--- src/perf_counter_group_params.svh ---
// Purpose: Offsets, field positions, event numbers and reset values of the counter group
// Assumes: 32-bit APB data, one aligned word per register
// Notes:   Definitions only
`ifndef PERF_COUNTER_GROUP_PARAMS_SVH
`define PERF_COUNTER_GROUP_PARAMS_SVH

// ==========================================================================
// Register byte offsets
`define OFS_CFG       12'h000
`define OFS_CTRL      12'h004
`define OFS_CAPTURE   12'h008
`define OFS_OVF_STAT_LO 12'h010
`define OFS_OVF_STAT_HI 12'h014
`define OFS_EVT_LO    12'h018
`define OFS_EVT_HI    12'h01c
`define OFS_CNT_BASE  12'h400
`define OFS_SHD_BASE  12'h600
`define OFS_SEL_BASE  12'h800
`define OFS_FLT_BASE  12'ha00

// ==========================================================================
// Field positions
`define CTRL_IRQ_EN_BIT   0
`define CTRL_MSI_EN_BIT   1
`define CTRL_CNT_EN_BIT   2
`define CAP_TRIG_BIT      0
`define CFG_CAP_BIT       16
`define CFG_NCNT_LSB      0
`define SEL_EVENT_LSB     0
`define SEL_SPAN_BIT      16
`define SEL_FLT_EN_BIT    17
`define SEL_OVF_IRQ_BIT   18
`define SEL_OVF_CAP_BIT   19

// ==========================================================================
// Event numbering and reset values
`define EVT_ARCH_MAX      16'h007f
`define EVT_CLOCK         16'h0000
`define EVT_TRANSACTION   16'h0001
`define CTRL_RESET        32'h0000_0004

`endif

--- src/perf_counter_group_pkg.sv ---
// Purpose: Types shared by the counter group files
// Assumes: Nothing
// Notes:   Types only; numbers live in the params header
package perf_counter_group_pkg;
  typedef enum logic [1:0] {
    RD_IDLE = 2'b00,
    RD_WAIT = 2'b01,
    RD_DONE = 2'b11
  } rd_state_t;
endpackage : perf_counter_group_pkg

--- src/shadow_if.sv ---
// Purpose: Carries capture and read ports of the shadow memory
// Assumes: One clock
// Notes:   Read data is registered in the memory
`timescale 1ns/100ps
`default_nettype none
interface shadow_if #(parameter int NUM_CNT = 4, parameter int CNT_W = 32, parameter int IDX_W = 2);
  logic                   capture;
  logic [NUM_CNT*CNT_W-1:0] snap;
  logic [IDX_W-1:0]       rd_idx;
  logic [CNT_W-1:0]       rd_data;
  modport owner  (output capture, output snap, output rd_idx, input rd_data);
  modport memory (input capture, input snap, input rd_idx, output rd_data);
endinterface : shadow_if
`default_nettype wire

--- src/shadow_mem.sv ---
// Purpose: Shadow copies of all counters, loaded together on capture
// Assumes: Capture is a one-cycle pulse
// Notes:   Read data comes out of a register one cycle after the index
`timescale 1ns/100ps
`default_nettype none
module shadow_mem
  import perf_counter_group_pkg::*;
#(
  parameter int NUM_CNT = 4,
  parameter int CNT_W   = 32
)(
  // Clock and reset
  input  wire logic pclk,
  input  wire logic presetn,
  // Shadow port
  shadow_if.memory  sh
);
  logic [CNT_W-1:0] mem_q [NUM_CNT];
  logic [CNT_W-1:0] rd_q;

  // ==========================================================================
  // Simultaneous copy of every counter
  always_ff @(posedge pclk or negedge presetn)
  begin
    if (!presetn)
    begin
      for (int i = 0; i < NUM_CNT; i++)
        mem_q[i] <= '0;
      rd_q <= '0;
    end
    else
    begin
      if (sh.capture)
        for (int i = 0; i < NUM_CNT; i++)
          mem_q[i] <= sh.snap[i*CNT_W +: CNT_W];
      rd_q <= mem_q[sh.rd_idx];
    end
  end
  assign sh.rd_data = rd_q;
endmodule : shadow_mem
`default_nettype wire

--- src/perf_counter_group.sv ---
// Purpose: Performance monitor counter group with APB registers
// Assumes: Events arrive as one-cycle pulses synchronous to pclk with their stream identifier
// Notes:   Wired interrupt is a one-cycle pulse; message interrupt is a request pulse
`timescale 1ns/100ps
`default_nettype none
`include "perf_counter_group_params.svh"
module perf_counter_group
  import perf_counter_group_pkg::*;
#(
  parameter int          NUM_CNT  = 4,
  parameter int          CNT_W    = 32,
  parameter int          NUM_EVT  = 8,
  parameter int          SID_W    = 16,
  // Default stream range covers every stream, as suits group zero
  parameter logic [SID_W-1:0] SID_BASE = '0,
  parameter logic [SID_W-1:0] SID_LAST = '1,
  parameter logic        HAS_CAP  = 1'b1,
  parameter logic [63:0] EVT_SUPPORTED = 64'h0000_0000_0000_00ff
)(
  // Clock and reset
  input  wire logic                pclk,
  input  wire logic                presetn,
  // APB slave
  input  wire logic                psel,
  input  wire logic                penable,
  input  wire logic                pwrite,
  input  wire logic [11:0]         paddr,
  input  wire logic [31:0]         pwdata,
  output logic                     pready,
  output logic [31:0]              prdata,
  output logic                     pslverr,
  // Event sources
  input  wire logic [NUM_EVT-1:0]  event_pulse,
  input  wire logic [SID_W-1:0]    event_sid,
  input  wire logic                event_terminated,
  input  wire logic                translation_enable,
  input  wire logic                ext_capture,
  // Interrupts
  output logic                     irq_wired,
  output logic                     msi_req,
  output logic                     msi_coherent
);
  // Counter index width, at least one bit
  localparam int IDX_W = (NUM_CNT > 1) ? $clog2(NUM_CNT) : 1;

  // ==========================================================================
  // Stream filter: exact, or the trailing ones and the first zero above them are ignored
  function automatic logic sid_match(input logic [SID_W-1:0] flt, input logic span,
                                     input logic [SID_W-1:0] sid);
    logic [SID_W-1:0] care;
    logic             seen0;
    care  = '1;
    seen0 = 1'b0;
    if (span)
      for (int b = 0; b < SID_W; b++)
      begin
        if (!seen0)
          care[b] = 1'b0;
        if (!flt[b])
          seen0 = 1'b1;
      end
    // All ones with span set matches every stream
    if (span && &flt)
      care = '0;
    return ((flt ^ sid) & care) == '0;
  endfunction : sid_match

  // ==========================================================================
  // Event selection: unsupported or unimplemented identifiers never count
  function automatic logic event_seen(input logic [15:0] ev, input logic [NUM_EVT-1:0] pulses);
    logic seen;
    seen = 1'b0;
    for (int n = 0; n < NUM_EVT && n < 64; n++)
      if (ev == 16'(n) && EVT_SUPPORTED[n] && pulses[n])
        seen = 1'b1;
    return seen;
  endfunction : event_seen

  // Write access landing on counter i of a per-counter bank
  function automatic logic bank_wr(input logic acc, input logic in_bank, input logic [IDX_W-1:0] at, input int i);
    return acc && in_bank && at == IDX_W'(i);
  endfunction : bank_wr

  // ==========================================================================
  // Registers
  logic [31:0]        ctrl_q;
  logic [NUM_CNT-1:0] ovf_stat_q;
  logic [CNT_W-1:0]   cnt_q  [NUM_CNT];
  logic [31:0]        sel_q  [NUM_CNT];
  logic [SID_W-1:0]   flt_q  [NUM_CNT];
  logic [31:0]        rdata_q;
  rd_state_t          rd_state_q;
  logic               irq_q;
  logic               msi_q;

  // Capture and read port of the shadow memory
  shadow_if #(.NUM_CNT(NUM_CNT), .CNT_W(CNT_W), .IDX_W(IDX_W)) sh ();

  // ==========================================================================
  // APB decode
  wire        setup_rd  = psel && !penable && !pwrite;
  wire        wr_acc    = psel && penable && pwrite;
  wire        rd_acc    = psel && penable && !pwrite;
  // Per-counter banks are 512 bytes apart; the index must name an existing counter
  wire [11:0] base_addr = {paddr[11:9], 9'h000};
  wire [6:0]  word_idx  = paddr[8:2];
  wire        idx_ok    = 32'(word_idx) < NUM_CNT;
  wire [IDX_W-1:0] idx  = IDX_W'(word_idx);
  wire        is_cnt    = base_addr == `OFS_CNT_BASE && idx_ok;
  wire        is_shd    = base_addr == `OFS_SHD_BASE && idx_ok && HAS_CAP;
  wire        is_sel    = base_addr == `OFS_SEL_BASE && idx_ok;
  wire        is_flt    = base_addr == `OFS_FLT_BASE && idx_ok;
  wire        is_cfg    = paddr == `OFS_CFG;
  wire        is_ctrl   = paddr == `OFS_CTRL;
  wire        is_cap    = paddr == `OFS_CAPTURE;
  wire        is_stat_lo = paddr == `OFS_OVF_STAT_LO;
  wire        is_stat_hi = paddr == `OFS_OVF_STAT_HI;
  wire        is_evt_lo = paddr == `OFS_EVT_LO;
  wire        is_evt_hi = paddr == `OFS_EVT_HI;
  wire        is_misc   = is_cfg || is_ctrl || is_cap || is_stat_lo || is_stat_hi || is_evt_lo || is_evt_hi;
  wire        mapped    = is_cnt || is_shd || is_sel || is_flt || is_misc;
  wire        shd_rd    = rd_acc && is_shd;

  // Shadow reads take two extra cycles through the memory's output register
  assign pready  = !(shd_rd && rd_state_q != RD_DONE);
  assign pslverr = psel && penable && !mapped;
  assign prdata  = (rd_state_q == RD_DONE) ? sh.rd_data : rdata_q;
  assign sh.rd_idx = idx;

  wire [63:0] ovf_stat_wide = 64'(ovf_stat_q);
  wire        cap_sw        = wr_acc && is_cap && pwdata[`CAP_TRIG_BIT] && HAS_CAP;
  wire        stat_clr_lo   = wr_acc && is_stat_lo;
  wire        stat_clr_hi   = wr_acc && is_stat_hi;
  wire [63:0] stat_clr      = {stat_clr_hi ? pwdata : 32'h0, stat_clr_lo ? pwdata : 32'h0};

  // ==========================================================================
  // Counting
  logic [NUM_CNT-1:0] hit;
  logic [NUM_CNT-1:0] ovf;
  logic [NUM_CNT-1:0] ovf_cap;
  logic [NUM_CNT-1:0] ovf_irq;
  logic [CNT_W-1:0]   cnt_d [NUM_CNT];
  // Streams outside the group's fixed range never pass a filter
  wire  sid_in_group = event_sid >= SID_BASE && event_sid <= SID_LAST;
  // Counting stops when software disables it or translation is off
  wire  count_on     = ctrl_q[`CTRL_CNT_EN_BIT] && translation_enable;

  always_comb
  begin
    for (int i = 0; i < NUM_CNT; i++)
    begin
      logic [15:0] ev;
      logic        raw;
      logic        filt_ok;
      ev      = sel_q[i][`SEL_EVENT_LSB +: 16];
      raw     = event_seen(ev, event_pulse);
      // Terminated transactions never count as passed through
      if (ev == `EVT_TRANSACTION && event_terminated)
        raw = 1'b0;
      filt_ok = (ev == `EVT_CLOCK) || !sel_q[i][`SEL_FLT_EN_BIT] ||
                (sid_in_group && sid_match(flt_q[i], sel_q[i][`SEL_SPAN_BIT], event_sid));
      hit[i]  = count_on && raw && filt_ok;
      {ovf[i], cnt_d[i]} = {1'b0, cnt_q[i]} + (CNT_W+1)'(hit[i]);
      ovf_cap[i] = ovf[i] && sel_q[i][`SEL_OVF_CAP_BIT];
      ovf_irq[i] = ovf[i] && sel_q[i][`SEL_OVF_IRQ_BIT];
    end
  end

  // Snapshot post-increment values so an overflow capture sees the wrap
  always_comb
  begin
    for (int i = 0; i < NUM_CNT; i++)
      sh.snap[i*CNT_W +: CNT_W] = cnt_d[i];
  end
  assign sh.capture = HAS_CAP && (cap_sw || ext_capture || |ovf_cap);

  wire irq_event = ctrl_q[`CTRL_IRQ_EN_BIT] && |ovf_irq;

  // ==========================================================================
  // Register writes and counters
  always_ff @(posedge pclk or negedge presetn)
  begin
    if (!presetn)
    begin
      ctrl_q <= `CTRL_RESET;
      ovf_stat_q <= '0;
      for (int i = 0; i < NUM_CNT; i++)
      begin
        cnt_q[i] <= '0;
        sel_q[i] <= '0;
        flt_q[i] <= '0;
      end
    end
    else
    begin
      if (wr_acc && is_ctrl)
        ctrl_q <= pwdata;
      // Set wins over clear in the same cycle
      ovf_stat_q <= (ovf_stat_q & ~stat_clr[NUM_CNT-1:0]) | ovf;
      for (int i = 0; i < NUM_CNT; i++)
      begin
        // A counter write wins over an increment in the same cycle
        if (bank_wr(wr_acc, is_cnt, idx, i))
          cnt_q[i] <= pwdata[CNT_W-1:0];
        else
          cnt_q[i] <= cnt_d[i];
        if (bank_wr(wr_acc, is_sel, idx, i))
          sel_q[i] <= pwdata;
        if (bank_wr(wr_acc, is_flt, idx, i))
          flt_q[i] <= pwdata[SID_W-1:0];
      end
    end
  end

  // ==========================================================================
  // Read path and interrupt pulses
  // Configuration word: counters minus one and the capture capability
  wire [5:0]  cfg_ncnt = 6'(NUM_CNT - 1);
  wire        cfg_cap  = HAS_CAP;
  wire [31:0] cfg_word = (32'(cfg_ncnt) << `CFG_NCNT_LSB) | (32'(cfg_cap) << `CFG_CAP_BIT);
  logic [31:0] rd_mux;
  always_comb
  begin
    rd_mux = 32'h0;
    if (is_cnt)
      rd_mux = 32'(cnt_q[idx]);
    else if (is_sel)
      rd_mux = sel_q[idx];
    else if (is_flt)
      rd_mux = 32'(flt_q[idx]);
    else if (is_cfg)
      rd_mux = cfg_word;
    else if (is_ctrl)
      rd_mux = ctrl_q;
    else if (is_stat_lo)
      rd_mux = ovf_stat_wide[31:0];
    else if (is_stat_hi)
      rd_mux = ovf_stat_wide[63:32];
    else if (is_evt_lo)
      rd_mux = EVT_SUPPORTED[31:0];
    else if (is_evt_hi)
      rd_mux = EVT_SUPPORTED[63:32];
  end

  always_ff @(posedge pclk or negedge presetn)
  begin
    if (!presetn)
    begin
      rdata_q    <= 32'h0;
      rd_state_q <= RD_IDLE;
      irq_q      <= 1'b0;
      msi_q      <= 1'b0;
    end
    else
    begin
      // Read data is taken in the setup cycle and held until the next read
      if (setup_rd)
        rdata_q <= rd_mux;
      case (rd_state_q)
        RD_IDLE: rd_state_q <= shd_rd ? RD_WAIT : RD_IDLE;
        RD_WAIT: rd_state_q <= RD_DONE;
        RD_DONE: rd_state_q <= RD_IDLE;
        default: rd_state_q <= RD_IDLE;
      endcase
      // Registered one-cycle pulses give a clean edge
      irq_q <= irq_event;
      msi_q <= irq_event && ctrl_q[`CTRL_MSI_EN_BIT];
    end
  end

  assign irq_wired    = irq_q;
  assign msi_req      = msi_q;
  // Message writes never claim coherence
  assign msi_coherent = 1'b0;

  shadow_mem #(.NUM_CNT(NUM_CNT), .CNT_W(CNT_W)) u_shadow (
    .pclk    (pclk),
    .presetn (presetn),
    .sh      (sh)
  );
endmodule : perf_counter_group
`default_nettype wire

--- config.mk ---
export PLATFORM = sky130hd
export DESIGN_NAME = perf_counter_group
export DESIGN_NICKNAME = d
export VERILOG_FILES = /design/src/perf_counter_group_pkg.sv /design/src/shadow_if.sv /design/src/shadow_mem.sv /design/src/perf_counter_group.sv
export VERILOG_INCLUDE_DIRS = /design/src
export SDC_FILE = /design/constraint.sdc
export NUM_CORES = 1
export LEC_CHECK = 0
export ABC_AREA = 1
export BUFFER_PORTS_ARGS = -buffer_cell sky130_fd_sc_hd__buf_2
export CORE_ASPECT_RATIO = 0.8
export CORE_UTILIZATION = 40
export CTS_BUF_LIST = sky130_fd_sc_hd__clkbuf_4 sky130_fd_sc_hd__clkbuf_8
export CTS_CLUSTER_SIZE = 40
export DETAILED_ROUTE_END_ITERATION = 8
export PLACE_DENSITY = 0.55
export SYNTH_ARGS = -nofsm -noshare
export SYNTH_HDL_FRONTEND = slang
export SYNTH_HIERARCHICAL = 1
export SYNTH_SLANG_ARGS = --single-unit
--- constraint.sdc ---
create_clock -name pclk -period 8.8 [get_ports pclk]
set_input_delay 1.32 -clock pclk [delete_from_list [all_inputs] [get_ports pclk]]
set_output_delay 1.32 -clock pclk [all_outputs]
set_load 0.05 [all_outputs]
==> results.json, run 1 <==
{
  "worstReg2RegEnd": "u_shadow/mem_q[31]",
  "grt_overflow": 0,
  "netlist_area_mm2": 0.0293,
  "dpl_worst_slack_ns": 2.66,
  "die_h_um": 244,
  "max_stage_delay_ns": 0.47,
  "drc": 0,
  "boundaryPins": 113,
  "synth_top_area_cell": "dfrtp_1",
  "slew_violations": 0,
  "synth_xor_area_frac": 0.0503,
  "numCtsBuffers": 93,
  "dieArea_mm2": 0.0744,
  "die_w_um": 305,
  "cts_sinks": 552,
  "fill_cells": 7293,
  "synth_compound_area_frac": 0.149,
  "ys_async_sr_fraction": 1.00,
  "use_met3": 0.0698,
  "fp-row-count": 88,
  "drive_above_1_share": 0.135,
  "grt_pass1_vias": 24200,
  "cp_max_fo": 199,
  "power-per-cell-area_mw_per_mm2": 170,
  "reg2reg_depth": 20,
  "clk_pin_slew_ns": 0.06,
  "place_congestion": 0.962,
  "synth-simple-area-share": 0.240,
  "r2r-start": "flt_q[34]",
  "holdPathStages": 1,
  "top_usage_layer": "met1",
  "arrival_ns": 6.56,
  "synth_common_cells": "nand2_1 (989), dfrtp_1 (551), o21ai_0 (481)",
  "synth_mux_area_frac": 0.00500,
  "final_nets": 3798,
  "synth_cell_types": 63,
  "ys_seq_area_frac": 0.471,
  "vdd_drop_max_v": 0.000153,
  "outcome": "finished clean",
  "dr.pass1.iters": 7,
  "yosys.area.top_type_share": 0.470,
  "grt.met1_usage": 0.425,
  "io_buffers": 111,
  "first_iter_violations": 2907,
  "synth_fp_nets": 3749,
  "synth_fa_ha_area_frac": 0.00342,
  "yosys_warnings": 6,
  "crit_required_ns": 9.33,
  "cts_tree": "yes",
  "clk-insertion-delay-late_ns": 0.73,
  "slew_headroom": 0.138,
  "cp-end-kind": "flop",
  "synth_edf_count": 0,
  "worstMarginPinSlew_ns": 1.29,
  "hold_slack_ns": 0.462,
  "initial_core_util": 0.405,
  "groute.usage.overall": 0.285,
  "routedWlPerCell_um": 22.3,
  "vias": 25800,
  "worst_slack_ns": 2.78,
  "via_per_inst": 5.45,
  "yosysMostFrequentCell": "nand2_1",
  "critPathKind": "reg2reg",
  "hold_start": "rd_state_q[1]",
  "synth_area_per_cell_um2": 8.00,
  "start_kind": "flop",
  "antenna_found_initial": 5,
  "root_buffer": "clkbuf_8",
  "timing.fmax_ghz": 0.166,
  "layout-area-overhead-vs-synth_pct": 11.1,
  "fp.coreArea_mm2": 0.0723,
  "fin_crit_sh": 0.684,
  "setup_tns_ns": 0,
  "post-cts-setup-buffers": 0,
  "cpLargestDelayFamily": "simple AND/OR/NAND/NOR gates",
  "min_period_ns": 6.02,
  "finalWirelength_mm": 106,
  "ys_seq_elements": 552,
  "hpwl_mm": 74.3,
  "ctsHoldBuffers": 0,
  "synth_flop_cell": "dfrtp_1",
  "clock_path_buffers": 3,
  "max-cap-violations": 0,
  "ant_nets": 0,
  "hold_viol": 0,
  "grt_max_degree": 200,
  "p_leak_nw": 15.7,
  "path_cells": "inv_1, nor3_1, nand3_1, o21ai_0, nand4_1, nor2_1, nand2_1, a21oi_1, ha_1, ha_1, nand3_2, nor2_4, nand4_1, nor2_2, nand4_1, nor2_1, nor2_1, o2111ai_4, buf_12, o21ai_0",
  "rrSetupSlack_ns": 2.78,
  "holdPathEnd": "rd_state_q[0]",
  "fin_skew_ns": 0.0471,
  "setup_viol": 0,
  "grtUsageMet2": 0.399,
  "synth_top_family_by_area": "simple AND/OR/NAND/NOR gates",
  "slowest_stage": "dfrtp_1",
  "path_buf_inv": 2,
  "post-route-util": 0.450,
  "synth_top_cells_by_area": "dfrtp_1 (47%), nand2_1 (13%), o21ai_0 (8.2%), inv_1 (4.8%), xor2_1 (3.6%)",
  "grt_pass1_wl_mm": 159,
  "grt_setup_unrepaired": "no",
  "h-tree-depth": 3,
  "min_path_type": "reg2reg",
  "synth_cells": 3665,
  "ctsResizeCount": 0
}
[power breakdown]
group | internal [mW] | switching, mW
Clock | 1.44 | 1.13
Combinational | 0.0775 | 0.284
Sequential | 2.57 | 0.0178
Total | 4.09 | 1.44
[flip-flops by register name (all words and copies together), names as in the netlist]
name and cells:
sel_q 128, cnt_q 128, u_shadow/mem_q 128, msi_req 1, ovf_stat_q 4, u_shadow/sh.rd_data 32
rdata_q 32, rd_state_q 2, irq_wired 1, flt_q 64, ctrl_q 32
[cell usage in the layout (no fill, tap or decap), types with 5 or more instances in the layout]
master    instances
clkbuf_8        125
nor2_4           12
nor3_1           49
nand3_1         172
a221oi_1         13
buf_2           111
o21ai_1          51
xnor2_1          38
a21oi_1          44
nor2_1          153
a22oi_1          58
nand3_2          13
o21ai_2          40
nor4_1           22
xor2_1          121
ha_1              8
nand2_2          54
nor2_2           18
mux2_2           13
dfrtp_1         551
inv_2            12
o311ai_0          5
a31oi_1           7
o211ai_1          5
inv_1           373
nand2_1         987
nand4_1          60
o21ai_0         481
clkinv_2         11
o22ai_1          49
clkbuf_4         26
buf_4            28
o221ai_1          7
nor3_2            7
or2_2             5
[cell type report]
cell class,instances,area (µm²),area share
antenna,2,5.00,0.000154
clock buffer,151,1920,0.0588
clock inverter,19,171,0.00526
inverter,387,1450,0.0446
multi-input combinational,2536,13200,0.404
sequential,552,13800,0.424
tap,945,1180,0.0363
timing repair buffer,144,861,0.0264
[how the worst max path moves through the flow]
stage | start | endpoint | slack, ns | cells past startpoint
after floorplan | paddr[3] | pslverr | 4.42 | 10
after global placement | event_sid[15] | u_shadow/mem_q[102] | 2.71 | 21
after detailed placement | event_sid[1] | u_shadow/mem_q[13] | 2.66 | 19
after CTS | sel_q[70] | u_shadow/mem_q[13] | 3.17 | 17
after global routing | flt_q[34] | u_shadow/mem_q[31] | 2.63 | 20
final | flt_q[34] | u_shadow/mem_q[31] | 2.78 | 20
[worst reg2reg max path: cells and delay by family (launching register included)]
| kind | cells | cell delay (ns) |
|---|---|---|
| simple gates | 12 | 2.55 |
| compound gates | 4 | 1.60 |
| fa+ha+maj | 2 | 0.72 |
| buf+inv | 2 | 0.53 |
| flops | 1 | 0.47 |
[metal layers]
layer / part of all wire / vias to the layer above
met5: 0 / -
li1: - / 12100
met1: 0.46 / 12400
met2: 0.41 / 1128
met3: 0.097 / 196
met4: 0.032 / 0
[stage by stage]
stage	std cells	cell area, µm²	total power, mW
6_report	4736	32600	5.53
5_1_grt	4736	32600	5.72
4_1_cts	4733	32600	5.57
3_5_place_dp	4563	30500	3.00
3_3_place_gp	4563	30500	3.00
2_1_floorplan	3665	29300	2.82
[kinds of logic after synthesis]
logic type,Yosys count
and+or+nand+nor,1578
AOI/OAI and AO/OA,772
buffers and inverters,577
DFF,552
xor gates and xnor gates,164
muxes,13
adders and majority gates,8
other,1
Note: power is estimated with default switching activity, not from simulation.
==> run 2, diff against run 1 <==
--- a/config.mk
+++ b/config.mk
@@ -13,7 +13,7 @@
 export CTS_BUF_LIST = sky130_fd_sc_hd__clkbuf_4 sky130_fd_sc_hd__clkbuf_8
 export CTS_CLUSTER_SIZE = 40
 export DETAILED_ROUTE_END_ITERATION = 8
-export PLACE_DENSITY = 0.55
+export PLACE_DENSITY = 0.57
 export SYNTH_ARGS = -nofsm -noshare
 export SYNTH_HDL_FRONTEND = slang
 export SYNTH_HIERARCHICAL = 1
==> constraint.sdc (replaced) <==
create_clock -name pclk -period 5.4 [get_ports pclk]
set_input_delay 0.81 -clock pclk [delete_from_list [all_inputs] [get_ports pclk]]
set_output_delay 0.81 -clock pclk [all_outputs]
set_load 0.05 [all_outputs]
==> run 2 against run 1 <==
Against the previous run:
- first-iteration DRC count increased by 2.8%
- flip-flop and latch count unchanged
- clock skew decreased by 0.0095 ns
- setup slack lost 2.4 ns
- register-to-register slack lost 2.4 ns
- design area rose by 0.51%
==> results.json, run 2 (same netlist as run 1, synthesis figures left out) <==
{
  "clk-insertion-delay-late_ns": 0.74,
  "setup_tns_ns": 0,
  "final_common_cell": "nand2_1",
  "vias": 25900,
  "layout.area.seq_mm2": 0.0138,
  "grt_pass1_vias": 24400,
  "min_period_ns": 5.01,
  "fp.coreArea_mm2": 0.0723,
  "cp-end-kind": "flop",
  "hold_viol": 0,
  "multi_input_area_mm2": 0.0132,
  "cts_sinks": 552,
  "grt_max_degree": 164,
  "max_stage_delay_ns": 0.50,
  "timing.fmax_ghz": 0.200,
  "critPathKind": "reg2reg",
  "cp_max_fo": 35,
  "dr.pass1.iters": 5,
  "start_kind": "flop",
  "finalWirelength_mm": 105,
  "layout-area-overhead-vs-synth_pct": 11.7,
  "fp-row-count": 88,
  "groute.usage.overall": 0.283,
  "min_path_type": "in2async",
  "io_buffers": 111,
  "slew_headroom": 0.202,
  "ctsResizeCount": 0,
  "via_per_inst": 5.46,
  "ant_nets": 0,
  "arrival_ns": 5.63,
  "max-cap-violations": 0,
  "crit_required_ns": 6.02,
  "cp_common_cell": "nand4_1",
  "grt_pass1_wl_mm": 158,
  "reg2reg_depth": 20,
  "place_area_mm2": 0.0307,
  "rrSetupSlack_ns": 0.39,
  "numCtsBuffers": 94,
  "power-per-cell-area_mw_per_mm2": 272,
  "ctsHoldBuffers": 0,
  "reg_top3": "cnt_q (128), sel_q (128), u_shadow/mem_q (128)",
  "cts_tree": "yes",
  "fin_crit_sh": 0.927,
  "first_iter_violations": 2989,
  "outcome": "finished clean",
  "root_buffer": "clkbuf_8",
  "die_h_um": 244,
  "vdd_drop_max_v": 0.000179,
  "post-route-util": 0.453,
  "clock_path_buffers": 3,
  "post-cts-setup-buffers": 0,
  "antenna_found_initial": 3,
  "clk_pin_slew_ns": 0.07,
  "slowest_stage": "dfrtp_1",
  "initial_core_util": 0.405,
  "dieArea_mm2": 0.0744,
  "mostFrequentLayoutCells": "nand2_1 (987), dfrtp_1 (551), o21ai_0 (481)",
  "hold_slack_ns": 0.0279,
  "final_nets": 3820,
  "r2r-start": "flt_q[48]",
  "grt_setup_unrepaired": "no",
  "boundaryPins": 113,
  "fin_area_mm2": 0.0327,
  "worstReg2RegEnd": "u_shadow/mem_q[22]",
  "p_leak_nw": 15.8,
  "fin_cells": 4753,
  "fin_skew_ns": 0.0376,
  "die_w_um": 305,
  "routedWlPerCell_um": 22.1,
  "worstMarginPinSlew_ns": 1.20,
  "setup_viol": 0,
  "h-tree-depth": 3,
  "cpLargestDelayFamily": "simple AND/OR/NAND/NOR gates",
  "fill_cells": 7261,
  "drc": 0,
  "drive_above_1_share": 0.139,
  "slew_violations": 0,
  "path_buf_inv": 3,
  "grt_overflow": 0,
  "dp.cells": 4584,
  "path_cells": "nand3_1, nor2_1, nand4_1, inv_1, a21oi_1, nor3_1, nand3_1, a21oi_1, ha_1, ha_1, nand3_2, nor2_4, nand4_1, nor2_2, nand4_1, o2111ai_4, buf_12, buf_12, nand2_1, o21ai_0",
  "hpwl_mm": 75.1,
  "place_congestion": 0.987
}
## run 2: how the worst max path moves through the flow
stage / slack (ns) / to / startpoint / cells after the start
4_1_cts: 0.61 / u_shadow/mem_q[22] / flt_q[48] / 20
5_1_grt: 0.32 / u_shadow/mem_q[22] / flt_q[48] / 20
2_1_floorplan: 1.63 / u_shadow/mem_q[39] / event_sid[13] / 24
3_3_place_gp: 0.18 / u_shadow/mem_q[86] / event_sid[1] / 20
6_report: 0.39 / u_shadow/mem_q[22] / flt_q[48] / 20
3_5_place_dp: 0.21 / u_shadow/mem_q[22] / event_sid[1] / 21
## run 2: per-stage QoR
stage	setup slack, ns	total power, mW
after global placement	0.184	4.90
after floorplan	1.63	4.59
after global routing	0.317	9.20
after detailed placement	0.205	4.91
final	0.394	8.91
after CTS	0.607	8.97
## run 2: area by class of cell
cell class	count	share of cell area
diodes	4	0.000306
clock buffers	152	0.0563
multi-input cells	2536	0.402
inverters	387	0.0444
clock inverters	12	0.00409
repair buffers	165	0.0346
flip-flops and latches	552	0.422
well taps	945	0.0361
## run 2: power breakdown
part / internal, mW / switching, mW / leakage, nW / total (mW)
registers: 4.20 / 0.0325 / 7.31 / 4.23
clock network: 2.25 / 1.83 / 1.06 / 4.08
logic: 0.142 / 0.464 / 7.41 / 0.607
total: 6.59 / 2.33 / 15.8 / 8.91
## run 2: routing by layer
metal | part of all wire | GRT usage | up-vias
met5 | 0 | 0 | -
met4 | 0.026 | 0.0827 | 0
met3 | 0.098 | 0.0824 | 155
met2 | 0.41 | 0.401 | 1128
met1 | 0.46 | 0.414 | 12500
li1 | - | - | 12100
